===== src/rtl/jid_pkg.sv =====
// Package for the JTAG host controller: register map, fields, codes, timing
//==============================================================================
// Summary of operation
// RULE1 - Only clock, mode, data in, data out
// RULE2 - Walk the standard TAP states per scan
// RULE3 - Instruction scans are always sixteen bits
// RULE4 - Code 0000 drives pins via boundary chain
// RULE5 - Code 0002 samples pins, preloads latches
// RULE6 - Code 0004 shifts out identification value
// RULE7 - Code FFFF selects one-bit bypass path
// RULE8 - Code 0082 selects memory control register
// RULE9 - Code 0083 selects memory data register
// RULE10 - Code 0084 selects memory address register
// RULE11 - Code 0085 selects memory prescaler register
// RULE12 - Device has boundary, ident, bypass registers
// RULE13 - Device has four memory access registers
// RULE14 - Unknown codes fall back to bypass
`default_nettype none

package jid_pkg;

  //============================================================================
  // Register map
  localparam int ADDR_W = 8;
  localparam logic [7:0] REG_CTRL = 8'h00;
  localparam logic [7:0] REG_TXDATA = 8'h04;
  localparam logic [7:0] REG_RXDATA = 8'h08;
  localparam logic [7:0] REG_STATUS = 8'h0C;
  localparam logic [2:0] SEL_CTRL = 3'h0;
  localparam logic [2:0] SEL_TX = 3'h1;
  localparam logic [2:0] SEL_RX = 3'h2;
  localparam logic [2:0] SEL_STAT = 3'h3;
  localparam logic [2:0] SEL_NONE = 3'h4;
  localparam logic [1:0] RESP_OKAY = 2'h0;
  localparam logic [1:0] RESP_SLVERR = 2'h2;

  //============================================================================
  // Field positions and reset values
  localparam int CTRL_GO_BIT = 0;
  localparam int CTRL_OP_LSB = 1;
  localparam int CTRL_LEN_LSB = 8;
  localparam int STAT_BUSY_BIT = 0;
  localparam int STAT_DONE_BIT = 1;
  localparam int STAT_PATH_LSB = 4;
  localparam int STAT_INSN_LSB = 16;
  localparam logic [31:0] TX_RESET = 32'h0000_0000;
  localparam logic [15:0] INSN_RESET = 16'h0000;

  //============================================================================
  // Operations, TMS preambles and the instruction codes
  localparam logic [1:0] OP_RESET = 2'h0;
  localparam logic [1:0] OP_INSN = 2'h1;
  localparam logic [1:0] OP_DATA = 2'h2;
  localparam logic [7:0] PRE_RESET = 8'h1F;
  localparam logic [2:0] PRE_RESET_LAST = 3'h5;
  localparam logic [7:0] PRE_INSN = 8'h03;
  localparam logic [2:0] PRE_INSN_LAST = 3'h3;
  localparam logic [7:0] PRE_DATA = 8'h01;
  localparam logic [2:0] PRE_DATA_LAST = 3'h2;
  localparam int INSN_LEN = 16;
  localparam logic [15:0] INSN_BSCAN_DRIVE = 16'h0000;
  localparam logic [15:0] INSN_BSCAN_SAMPLE = 16'h0002;
  localparam logic [15:0] INSN_IDENT = 16'h0004;
  localparam logic [15:0] INSN_BYPASS = 16'hFFFF;
  localparam logic [15:0] INSN_NV_CTL = 16'h0082;
  localparam logic [15:0] INSN_NV_DAT = 16'h0083;
  localparam logic [15:0] INSN_NV_ADR = 16'h0084;
  localparam logic [15:0] INSN_NV_SCL = 16'h0085;

  //============================================================================
  // Timing: TCK half period in aclk cycles (TCK = 160 ns at 50 MHz)
  localparam int TCK_HALF_CYC = 4;
  localparam logic [2:0] DIV_LAST = 3'(TCK_HALF_CYC - 1);

  //============================================================================
  // Types
  typedef enum logic [2:0] {ENG_IDLE, ENG_PRE, ENG_SHIFT, ENG_POST, ENG_STOP} jid_eng_t;
  typedef enum logic [2:0] {
    PATH_BSCAN_DRIVE, PATH_BSCAN_SAMPLE, PATH_IDENT, PATH_BYPASS,
    PATH_NV_CTL, PATH_NV_DAT, PATH_NV_ADR, PATH_NV_SCL
  } jid_path_t;

  //============================================================================
  // Helpers
  function automatic jid_path_t jid_path_of(input logic [15:0] code);
    case (code)
      INSN_BSCAN_DRIVE: return PATH_BSCAN_DRIVE;
      INSN_BSCAN_SAMPLE: return PATH_BSCAN_SAMPLE;
      INSN_IDENT: return PATH_IDENT;
      INSN_NV_CTL: return PATH_NV_CTL;
      INSN_NV_DAT: return PATH_NV_DAT;
      INSN_NV_ADR: return PATH_NV_ADR;
      INSN_NV_SCL: return PATH_NV_SCL;
      default: return PATH_BYPASS; // Unknown codes see the bypass stage [RULE14]
    endcase
  endfunction : jid_path_of

  function automatic logic [2:0] jid_reg_sel(input logic [ADDR_W-1:0] addr);
    case ({addr[7:2], 2'h0})
      REG_CTRL: return SEL_CTRL;
      REG_TXDATA: return SEL_TX;
      REG_RXDATA: return SEL_RX;
      REG_STATUS: return SEL_STAT;
      default: return SEL_NONE;
    endcase
  endfunction : jid_reg_sel

  function automatic logic [31:0] jid_merge(input logic [31:0] old, input logic [31:0] nw,
                                            input logic [3:0] strb);
    logic [31:0] res;
    res = old;
    for (int b = 0; b < 4; b++)
    begin
      if (strb[b])
      begin
        res[8*b +: 8] = nw[8*b +: 8];
      end
    end
    return res;
  endfunction : jid_merge

  function automatic logic [31:0] jid_ctrl_word(input logic [1:0] op, input logic [4:0] len);
    logic [31:0] w;
    w = 32'h0000_0000;
    w[CTRL_OP_LSB +: 2] = op;
    w[CTRL_LEN_LSB +: 5] = len;
    return w;
  endfunction : jid_ctrl_word

endpackage : jid_pkg

`default_nettype wire


===== src/rtl/jid_host.sv =====
// JTAG host controller: AXI4-Lite registers and the TAP scan engine
//
// Added by the designer: the placing of the registers and the AXI4-Lite register port.
`timescale 1ns/100ps
`default_nettype none

module jid_host
  import jid_pkg::*;
(
  input wire logic aclk,
  input wire logic aresetn,
  input wire logic s_axi_awvalid,
  output logic s_axi_awready,
  input wire logic [ADDR_W-1:0] s_axi_awaddr,
  input wire logic s_axi_wvalid,
  output logic s_axi_wready,
  input wire logic [31:0] s_axi_wdata,
  input wire logic [3:0] s_axi_wstrb,
  output logic s_axi_bvalid,
  input wire logic s_axi_bready,
  output logic [1:0] s_axi_bresp,
  input wire logic s_axi_arvalid,
  output logic s_axi_arready,
  input wire logic [ADDR_W-1:0] s_axi_araddr,
  output logic s_axi_rvalid,
  input wire logic s_axi_rready,
  output logic [31:0] s_axi_rdata,
  output logic [1:0] s_axi_rresp,
  output logic jtag_tck,
  output logic jtag_tms,
  output logic jtag_tdi,
  input wire logic jtag_tdo
);

  //============================================================================
  // State
  typedef struct packed {
    logic aw_held;
    logic [ADDR_W-1:0] awaddr;
    logic w_held;
    logic [31:0] wdata;
    logic [3:0] wstrb;
    logic awready;
    logic wready;
    logic bvalid;
    logic [1:0] bresp;
    logic arready;
    logic rvalid;
    logic [1:0] rresp;
    logic [31:0] rdata;
    logic [1:0] op;
    logic [4:0] len;
    logic [31:0] tx;
    logic [31:0] rx;
    logic [15:0] insn;
    jid_path_t path;
    logic busy;
    logic done;
    jid_eng_t eng;
    logic [1:0] cur_op;
    logic [4:0] cur_len;
    logic [5:0] idx;
    logic [7:0] pre_pat;
    logic [2:0] pre_last;
    logic run;
    logic tms;
    logic tdi;
    logic ptms;
    logic ptdi;
    logic [5:0] shift_cnt;
  } jid_host_st_t;

  jid_host_st_t st_r;
  jid_host_st_t st_nxt;

  logic tck_w;
  logic rise_w;
  logic fall_w;
  logic tdo_s;

  //============================================================================
  // Pin input and test clock
  // TDO comes from the device, so it is synchronised before any use
  jid_sync2 u_tdo_sync (
    .aclk(aclk),
    .aresetn(aresetn),
    .d(jtag_tdo),
    .q(tdo_s)
  );

  // TCK is ours, divided from aclk; edges come back as one-cycle flags
  jid_tck_div u_tck_div (
    .aclk(aclk),
    .aresetn(aresetn),
    .run(st_r.run),
    .tck(tck_w),
    .rise(rise_w),
    .fall(fall_w)
  );

  //============================================================================
  // Next-state logic: bus slave, register file and scan engine
  always_comb
  begin
    logic [2:0] wsel;
    logic [2:0] rsel;
    logic [31:0] ctrl_new;
    logic go;
    logic [5:0] nidx;
    st_nxt = st_r;
    wsel = jid_reg_sel(st_r.awaddr);
    rsel = jid_reg_sel(s_axi_araddr);
    ctrl_new = jid_merge(jid_ctrl_word(st_r.op, st_r.len), st_r.wdata, st_r.wstrb);
    go = 1'b0;
    nidx = st_r.idx + 6'h01;

    // Address and data are caught in either order
    if (s_axi_awvalid && st_r.awready)
    begin
      st_nxt.aw_held = 1'b1;
      st_nxt.awaddr = s_axi_awaddr;
    end
    if (s_axi_wvalid && st_r.wready)
    begin
      st_nxt.w_held = 1'b1;
      st_nxt.wdata = s_axi_wdata;
      st_nxt.wstrb = s_axi_wstrb;
    end

    // Write executes once both halves are held; busy refuses changes
    if (st_r.aw_held && st_r.w_held && !st_r.bvalid)
    begin
      st_nxt.aw_held = 1'b0;
      st_nxt.w_held = 1'b0;
      st_nxt.bvalid = 1'b1;
      st_nxt.bresp = (wsel == SEL_NONE) ? RESP_SLVERR : RESP_OKAY;
      if (wsel == SEL_CTRL && !st_r.busy)
      begin
        st_nxt.op = ctrl_new[CTRL_OP_LSB +: 2];
        st_nxt.len = ctrl_new[CTRL_LEN_LSB +: 5];
        go = st_r.wstrb[0] && st_r.wdata[CTRL_GO_BIT];
      end
      if (wsel == SEL_TX && !st_r.busy)
      begin
        st_nxt.tx = jid_merge(st_r.tx, st_r.wdata, st_r.wstrb);
      end
    end
    if (st_r.bvalid && s_axi_bready)
    begin
      st_nxt.bvalid = 1'b0;
    end

    // Reads answer on the edge that takes the address
    if (s_axi_arvalid && st_r.arready)
    begin
      st_nxt.rvalid = 1'b1;
      st_nxt.rresp = RESP_OKAY;
      case (rsel)
        SEL_CTRL: st_nxt.rdata = jid_ctrl_word(st_r.op, st_r.len);
        SEL_TX: st_nxt.rdata = st_r.tx;
        SEL_RX: st_nxt.rdata = st_r.rx;
        SEL_STAT:
        begin
          st_nxt.rdata = 32'h0000_0000;
          st_nxt.rdata[STAT_BUSY_BIT] = st_r.busy;
          st_nxt.rdata[STAT_DONE_BIT] = st_r.done;
          st_nxt.rdata[STAT_PATH_LSB +: 3] = st_r.path;
          st_nxt.rdata[STAT_INSN_LSB +: 16] = st_r.insn;
        end
        default:
        begin
          st_nxt.rdata = 32'h0000_0000;
          st_nxt.rresp = RESP_SLVERR;
        end
      endcase
    end
    if (st_r.rvalid && s_axi_rready)
    begin
      st_nxt.rvalid = 1'b0;
    end
    st_nxt.awready = !st_nxt.aw_held && !st_nxt.bvalid;
    st_nxt.wready = !st_nxt.w_held && !st_nxt.bvalid;
    st_nxt.arready = !st_nxt.rvalid;

    // Scan engine: TMS/TDI change after falling TCK, device samples on rising
    case (st_r.eng)
      ENG_IDLE:
      begin
        if (go)
        begin
          st_nxt.busy = 1'b1;
          st_nxt.done = 1'b0;
          st_nxt.cur_op = st_nxt.op;
          st_nxt.idx = 6'h00;
          st_nxt.shift_cnt = 6'h00;
          st_nxt.tdi = 1'b0;
          st_nxt.run = 1'b1;
          st_nxt.eng = ENG_PRE;
          // Preamble walks from Run-Test/Idle into the wanted shift state, or for reset through Test-Logic-Reset back to Idle [RULE2]
          case (st_nxt.op)
            OP_INSN:
            begin
              st_nxt.pre_pat = PRE_INSN;
              st_nxt.pre_last = PRE_INSN_LAST;
              st_nxt.cur_len = 5'(INSN_LEN - 1); // Always a full code [RULE3]
            end
            OP_DATA:
            begin
              st_nxt.pre_pat = PRE_DATA;
              st_nxt.pre_last = PRE_DATA_LAST;
              st_nxt.cur_len = st_nxt.len;
            end
            default:
            begin
              st_nxt.pre_pat = PRE_RESET;
              st_nxt.pre_last = PRE_RESET_LAST;
              st_nxt.cur_len = 5'h00;
            end
          endcase
          st_nxt.tms = st_nxt.pre_pat[0];
        end
      end
      ENG_PRE:
      begin
        if (rise_w)
        begin
          if (st_r.idx[2:0] == st_r.pre_last)
          begin
            if (st_r.cur_op == OP_RESET)
            begin
              st_nxt.eng = ENG_STOP;
              st_nxt.run = 1'b0;
            end
            else
            begin
              st_nxt.eng = ENG_SHIFT;
              st_nxt.idx = 6'h00;
              st_nxt.ptms = (st_r.cur_len == 5'h00);
              st_nxt.ptdi = st_r.tx[0];
            end
          end
          else
          begin
            st_nxt.idx = nidx;
            st_nxt.ptms = st_r.pre_pat[nidx[2:0]];
            st_nxt.ptdi = 1'b0;
          end
        end
      end
      ENG_SHIFT:
      begin
        if (rise_w)
        begin
          // TDO is taken on the same rising edge that shifts TDI in [RULE1]
          st_nxt.rx[st_r.idx[4:0]] = tdo_s;
          st_nxt.shift_cnt = st_r.shift_cnt + 6'h01;
          if (st_r.idx[4:0] == st_r.cur_len)
          begin
            // Exit1 reached; Update then Idle follow [RULE2]
            st_nxt.eng = ENG_POST;
            st_nxt.idx = 6'h00;
            st_nxt.ptms = 1'b1;
            st_nxt.ptdi = 1'b0;
          end
          else
          begin
            st_nxt.idx = nidx;
            st_nxt.ptdi = st_r.tx[nidx[4:0]];
            st_nxt.ptms = (nidx[4:0] == st_r.cur_len);
          end
        end
      end
      ENG_POST:
      begin
        if (rise_w)
        begin
          if (st_r.idx == 6'h00)
          begin
            st_nxt.idx = 6'h01;
            st_nxt.ptms = 1'b0;
          end
          else
          begin
            st_nxt.eng = ENG_STOP;
            st_nxt.run = 1'b0;
          end
        end
      end
      ENG_STOP:
      begin
        if (fall_w)
        begin
          st_nxt.eng = ENG_IDLE;
          st_nxt.busy = 1'b0;
          st_nxt.done = 1'b1;
          // Track which register the device now has in its path [RULE4]
          if (st_r.cur_op == OP_INSN)
          begin
            st_nxt.insn = st_r.tx[15:0];
            st_nxt.path = jid_path_of(st_r.tx[15:0]);
          end
          else if (st_r.cur_op == OP_RESET)
          begin
            st_nxt.insn = INSN_RESET;
            st_nxt.path = jid_path_of(INSN_RESET);
          end
        end
      end
      default:
      begin
        st_nxt.eng = ENG_IDLE;
      end
    endcase

    // Pending bit goes to the pins while TCK is low
    if (fall_w && st_r.eng != ENG_STOP && st_r.eng != ENG_IDLE)
    begin
      st_nxt.tms = st_r.ptms;
      st_nxt.tdi = st_r.ptdi;
    end
  end

  //============================================================================
  // State register
  always_ff @(posedge aclk)
  begin
    if (!aresetn)
    begin
      st_r <= '0;
      st_r.tx <= TX_RESET;
      st_r.insn <= INSN_RESET;
      st_r.path <= jid_path_of(INSN_RESET);
    end
    else
    begin
      st_r <= st_nxt;
    end
  end

  //============================================================================
  // Outputs, all from flops
  assign s_axi_awready = st_r.awready;
  assign s_axi_wready = st_r.wready;
  assign s_axi_bvalid = st_r.bvalid;
  assign s_axi_bresp = st_r.bresp;
  assign s_axi_arready = st_r.arready;
  assign s_axi_rvalid = st_r.rvalid;
  assign s_axi_rdata = st_r.rdata;
  assign s_axi_rresp = st_r.rresp;
  assign jtag_tck = tck_w;
  assign jtag_tms = st_r.tms;
  assign jtag_tdi = st_r.tdi;
endmodule : jid_host

`default_nettype wire


===== src/rtl/jid_sync2.sv =====
// Two-flop synchroniser for the serial data returned by the device
`timescale 1ns/100ps
`default_nettype none

module jid_sync2
  import jid_pkg::*;
(
  input wire logic aclk,
  input wire logic aresetn,
  input wire logic d,
  output logic q
);

  typedef struct packed {
    logic s1;
    logic s2;
  } jid_sync_st_t;

  jid_sync_st_t st_r;
  jid_sync_st_t st_nxt;

  //============================================================================
  // First stage feeds only the second stage
  always_comb
  begin
    st_nxt.s1 = d;
    st_nxt.s2 = st_r.s1;
  end

  always_ff @(posedge aclk)
  begin
    if (!aresetn)
    begin
      st_r <= '0;
    end
    else
    begin
      st_r <= st_nxt;
    end
  end

  assign q = st_r.s2;

endmodule : jid_sync2

`default_nettype wire


===== src/rtl/jid_tck_div.sv =====
// Test clock divider: makes TCK from aclk and flags its edges
`timescale 1ns/100ps
`default_nettype none

module jid_tck_div
  import jid_pkg::*;
(
  input wire logic aclk,
  input wire logic aresetn,
  input wire logic run,
  output logic tck,
  output logic rise,
  output logic fall
);

  typedef struct packed {
    logic [2:0] cnt;
    logic tck;
    logic rise;
    logic fall;
  } jid_div_st_t;

  jid_div_st_t st_r;
  jid_div_st_t st_nxt;

  //============================================================================
  // A high phase is always finished, so TCK never stops high or short
  always_comb
  begin
    st_nxt = st_r;
    st_nxt.rise = 1'b0;
    st_nxt.fall = 1'b0;
    if (run || st_r.tck)
    begin
      if (st_r.cnt == DIV_LAST)
      begin
        st_nxt.cnt = 3'h0;
        st_nxt.tck = ~st_r.tck;
        st_nxt.rise = ~st_r.tck;
        st_nxt.fall = st_r.tck;
      end
      else
      begin
        st_nxt.cnt = st_r.cnt + 3'h1;
      end
    end
    else
    begin
      st_nxt.cnt = 3'h0;
    end
  end

  always_ff @(posedge aclk)
  begin
    if (!aresetn)
    begin
      st_r <= '0;
    end
    else
    begin
      st_r <= st_nxt;
    end
  end

  // Outputs come straight from the state flops
  assign tck = st_r.tck;
  assign rise = st_r.rise;
  assign fall = st_r.fall;

endmodule : jid_tck_div

`default_nettype wire


===== config.mk =====
export PLATFORM = sky130hd
export DESIGN_NAME = jid_host
export DESIGN_NICKNAME = d
export VERILOG_FILES = /design/src/rtl/jid_pkg.sv /design/src/rtl/jid_host.sv /design/src/rtl/jid_sync2.sv /design/src/rtl/jid_tck_div.sv
export SDC_FILE = /design/constraint.sdc
export NUM_CORES = 1
export LEC_CHECK = 0
export BUFFER_PORTS_ARGS = -buffer_cell sky130_fd_sc_hd__buf_2
export CAP_MARGIN = 5
export CELL_PAD_IN_SITES_DETAIL_PLACEMENT = 1
export CELL_PAD_IN_SITES_GLOBAL_PLACEMENT = 1
export CORE_UTILIZATION = 44
export DETAILED_ROUTE_END_ITERATION = 6
export GPL_TIMING_DRIVEN = 0
export PLACE_DENSITY = 0.8
export REMOVE_ABC_BUFFERS = 1
export SLEW_MARGIN = 20
export SYNTH_ARGS = -nofsm -noshare
export SYNTH_HDL_FRONTEND = slang
export SYNTH_HIERARCHICAL = 1
export SYNTH_SLANG_ARGS = --single-unit

===== constraint.sdc =====
create_clock -name aclk -period 3.2 [get_ports aclk]
set_input_delay 0.48 -clock aclk [delete_from_list [all_inputs] [get_ports aclk]]
set_output_delay 0.48 -clock aclk [all_outputs]
set_load 0.02 [all_outputs]

==> impl_metrics.json <==
{
  "tightestPinTransition_ns": 1.067,
  "path_max_fanout": 17,
  "fin_tns_setup_ns": 0,
  "place_area_um2": 9752,
  "final_area_um2": 10630,
  "drt_first_iter_violations": 487,
  "maxSlewHeadroom_pct": 28.47,
  "antenna_found_initial": 0,
  "synth_top_area_share_pct": 44.10,
  "place_congestion": 0.8168,
  "drcViolationCount": 0,
  "yosysMostFrequentCell": "nand2_1",
  "fill_cells": 2522,
  "rsz0062_at_grt": "no",
  "synthAdderAreaFrac_pct": 1.060,
  "finalWorstSetupSlack_ns": 0.3042,
  "fin_crit_sh_pct": 90.49,
  "max_freq_mhz": 345.3,
  "initial_core_util_pct": 44.91,
  "synth-seq-cells": 208,
  "yosys.area_share.simple_pct": 21.89,
  "clock-root-buffer": "clkbuf_16",
  "row_count": 53,
  "synth_mux_area_share_pct": 9.833,
  "top_register": "st_r",
  "grt_usage_pct": 23.96,
  "synth_top_family_by_area": "simple AND/OR/NAND/NOR gates",
  "synth_edf_count": 0,
  "crit_path_cell_trace": "inv_1 -> ha_2 -> mux4_2 -> mux2i_1 -> a22oi_1 -> o2111ai_1 -> o22ai_1",
  "fin_crit_ns": 2.896,
  "clk_pin_slew_ns": 0.06,
  "dr.pass1.iters": 5,
  "cp.required_ns": 3.58,
  "worstSetupPathType": "flop to flop",
  "dp_hpwl_mm": 17.62,
  "ir_drop_v": 0.0003549,
  "power.density_nw_per_um2": 553.8,
  "synthArstFlopShare_pct": 0,
  "io_pins": 104,
  "crit_path_max_incr_delay_ns": 0.67,
  "clock_path_buffers": 3,
  "port_buffers": 97,
  "maxCapViolCount": 0,
  "core_area_um2": 21020,
  "final_nets": 1212,
  "die_w_um": 148.5,
  "htree_levels": 1,
  "ys.flop_type": "dfxtp_1",
  "die_area_um2": 22050,
  "clock-skew-final_ns": 0.02232,
  "tritoncts": "built",
  "cp_top_family": "multiplexers",
  "clock_sinks": 208,
  "seq_area_frac_synth_pct": 44.10,
  "grt-ovfl-total": 0,
  "cts_buffers": 24,
  "die_h_um": 148.5,
  "clkLatencyLatePin_ns": 0.53,
  "setup_viol": 0,
  "start_kind": "flop",
  "synth_compound_area_share_pct": 14.70,
  "grt_pass1_vias": 8027,
  "hold_viol_final": 0,
  "hold_path.class": "input port to flop",
  "outcome": "finished clean",
  "finalWirelength_mm": 26.10,
  "slew_violations": 0,
  "synth_area_per_cell_um2": 8.319,
  "pre_cts_slack_ns": -0.1473,
  "area_delta_synth_final_pct": 12.62,
  "diodes": 0,
  "ys_types": 70,
  "viasPerCell": 5.563,
  "dr_total_vias": 7994,
  "p_leak_uw": 0.004241,
  "synthXorXnorAreaFrac_pct": 1.657,
  "largest_register_ffs": 159,
  "arrival_ns": 3.28,
  "grt_max_degree": 116,
  "grt_pass1_wl_mm": 42.15,
  "synth_top_cell_by_area": "dfxtp_1",
  "yosys-top-cells-count": "nand2_1, dfxtp_1, a21oi_1, nor2_1, clkbuf_1",
  "hold_ws_ns": 0.1775,
  "yosysWarnings": 6,
  "synth_area_leaders": "dfxtp_1, nand2_1, a21oi_1, mux2i_1, nor2_1",
  "drive_gt1_share_pct": 16.27,
  "critPathSlowestCell": "ha_2",
  "synth_area_um2": 9442,
  "detail_route.wl_per_cell_um": 18.16,
  "postRouteAntennaNets": 0,
  "crit_buf_inv": 1,
  "syn_inst": 1135,
  "endpoint_kind": "flop"
}
[worst paths after layout]
check	startpoint	end	slack [ns]	depth (start not counted)
setup / recovery	st_r[22]	st_r[6]	0.30	7
hold / removal	jtag_tdo	u_tdo_sync/st_nxt[0]	0.18	2
setup reg to reg	st_r[22]	st_r[6]	0.30	7
hold reg to reg	u_tck_div/st_r[3]	u_tck_div/st_r[3]	0.44	1
[power breakdown]
group	internal, µW	leakage [µW]	switching [µW]
sequential	2630	0.00168	33.3
combinational	74.6	0.00214	151
clock	1890	0.000420	1110
total	4590	0.00424	1290
[per-layer routing]
| layer | vias to the layer above | track usage [%] | wire [µm] |
|---|---|---|---|
| met1 | 3891 | 32.50 | 12070 |
| met2 | 184 | 39.18 | 12130 |
| met5 | - | 0 | 0 |
| met3 | 57 | 3.282 | 1212 |
| met4 | 0 | 7.732 | 682 |
| li1 | 3862 | - | - |
[worst reg2reg max path: cells and delay by family (launching register included)]
kind / cells / cell delay [ns]
DFF: 1 / 0.62
buffers and inverters: 1 / 0.28
muxes: 2 / 0.79
adders and majority gates: 1 / 0.67
AOI/OAI and AO/OA: 3 / 0.41
[area by class of cell]
| cell class | instances | area, µm² | area share [%] |
|---|---|---|---|
| well taps | 275 | 344.1 | 3.236 |
| inverters | 12 | 52.55 | 0.4942 |
| repair buffers | 99 | 528.0 | 4.966 |
| clock inverters | 14 | 236.5 | 2.224 |
| clock buffers | 30 | 633.1 | 5.954 |
| multi-input cells | 799 | 4672 | 43.94 |
| flip-flops and latches | 208 | 4167 | 39.19 |
[cell usage in the layout, fill, tap and decap left out, types with 7 or more instances in the layout]
| cell | count |
|---|---|
| buf_2 | 97 |
| mux2_2 | 20 |
| a22o_1 | 25 |
| mux2i_1 | 50 |
| a21oi_1 | 138 |
| ha_1 | 7 |
| mux4_2 | 9 |
| clkbuf_16 | 24 |
| dfxtp_1 | 206 |
| and3_1 | 9 |
| inv_1 | 11 |
| a22oi_1 | 9 |
| nor2_1 | 74 |
| xnor2_1 | 10 |
| nand3_1 | 29 |
| nand2_1 | 279 |
| nor3_1 | 8 |
| and2_1 | 8 |
| o21ai_0 | 16 |
[cells by family after synthesis]
family / Yosys count
xor+xnor: 17
flops: 208
simple gates: 464
mux: 79
buf+inv: 129
other cells: 1
compound gates: 229
fa+ha+maj: 8
[stage by stage]
stage	instances	power [µW]	util, %
after CTS	1437	5935	50.54
after floorplan	1019	2826	-
after global routing	1437	6072	50.58
after global placement	1391	2932	46.07
after detailed placement	1393	2944	46.39
final	1437	5888	50.58
[repair_timing]
action                     4_1_cts  5_1_grt
setup endpoints to repair        1        1
pin swaps                        0        0
buffers inserted                 0        0
resized for setup                1        1
hold buffers                     0        0
Note: power is estimated with default switching activity, not from simulation.
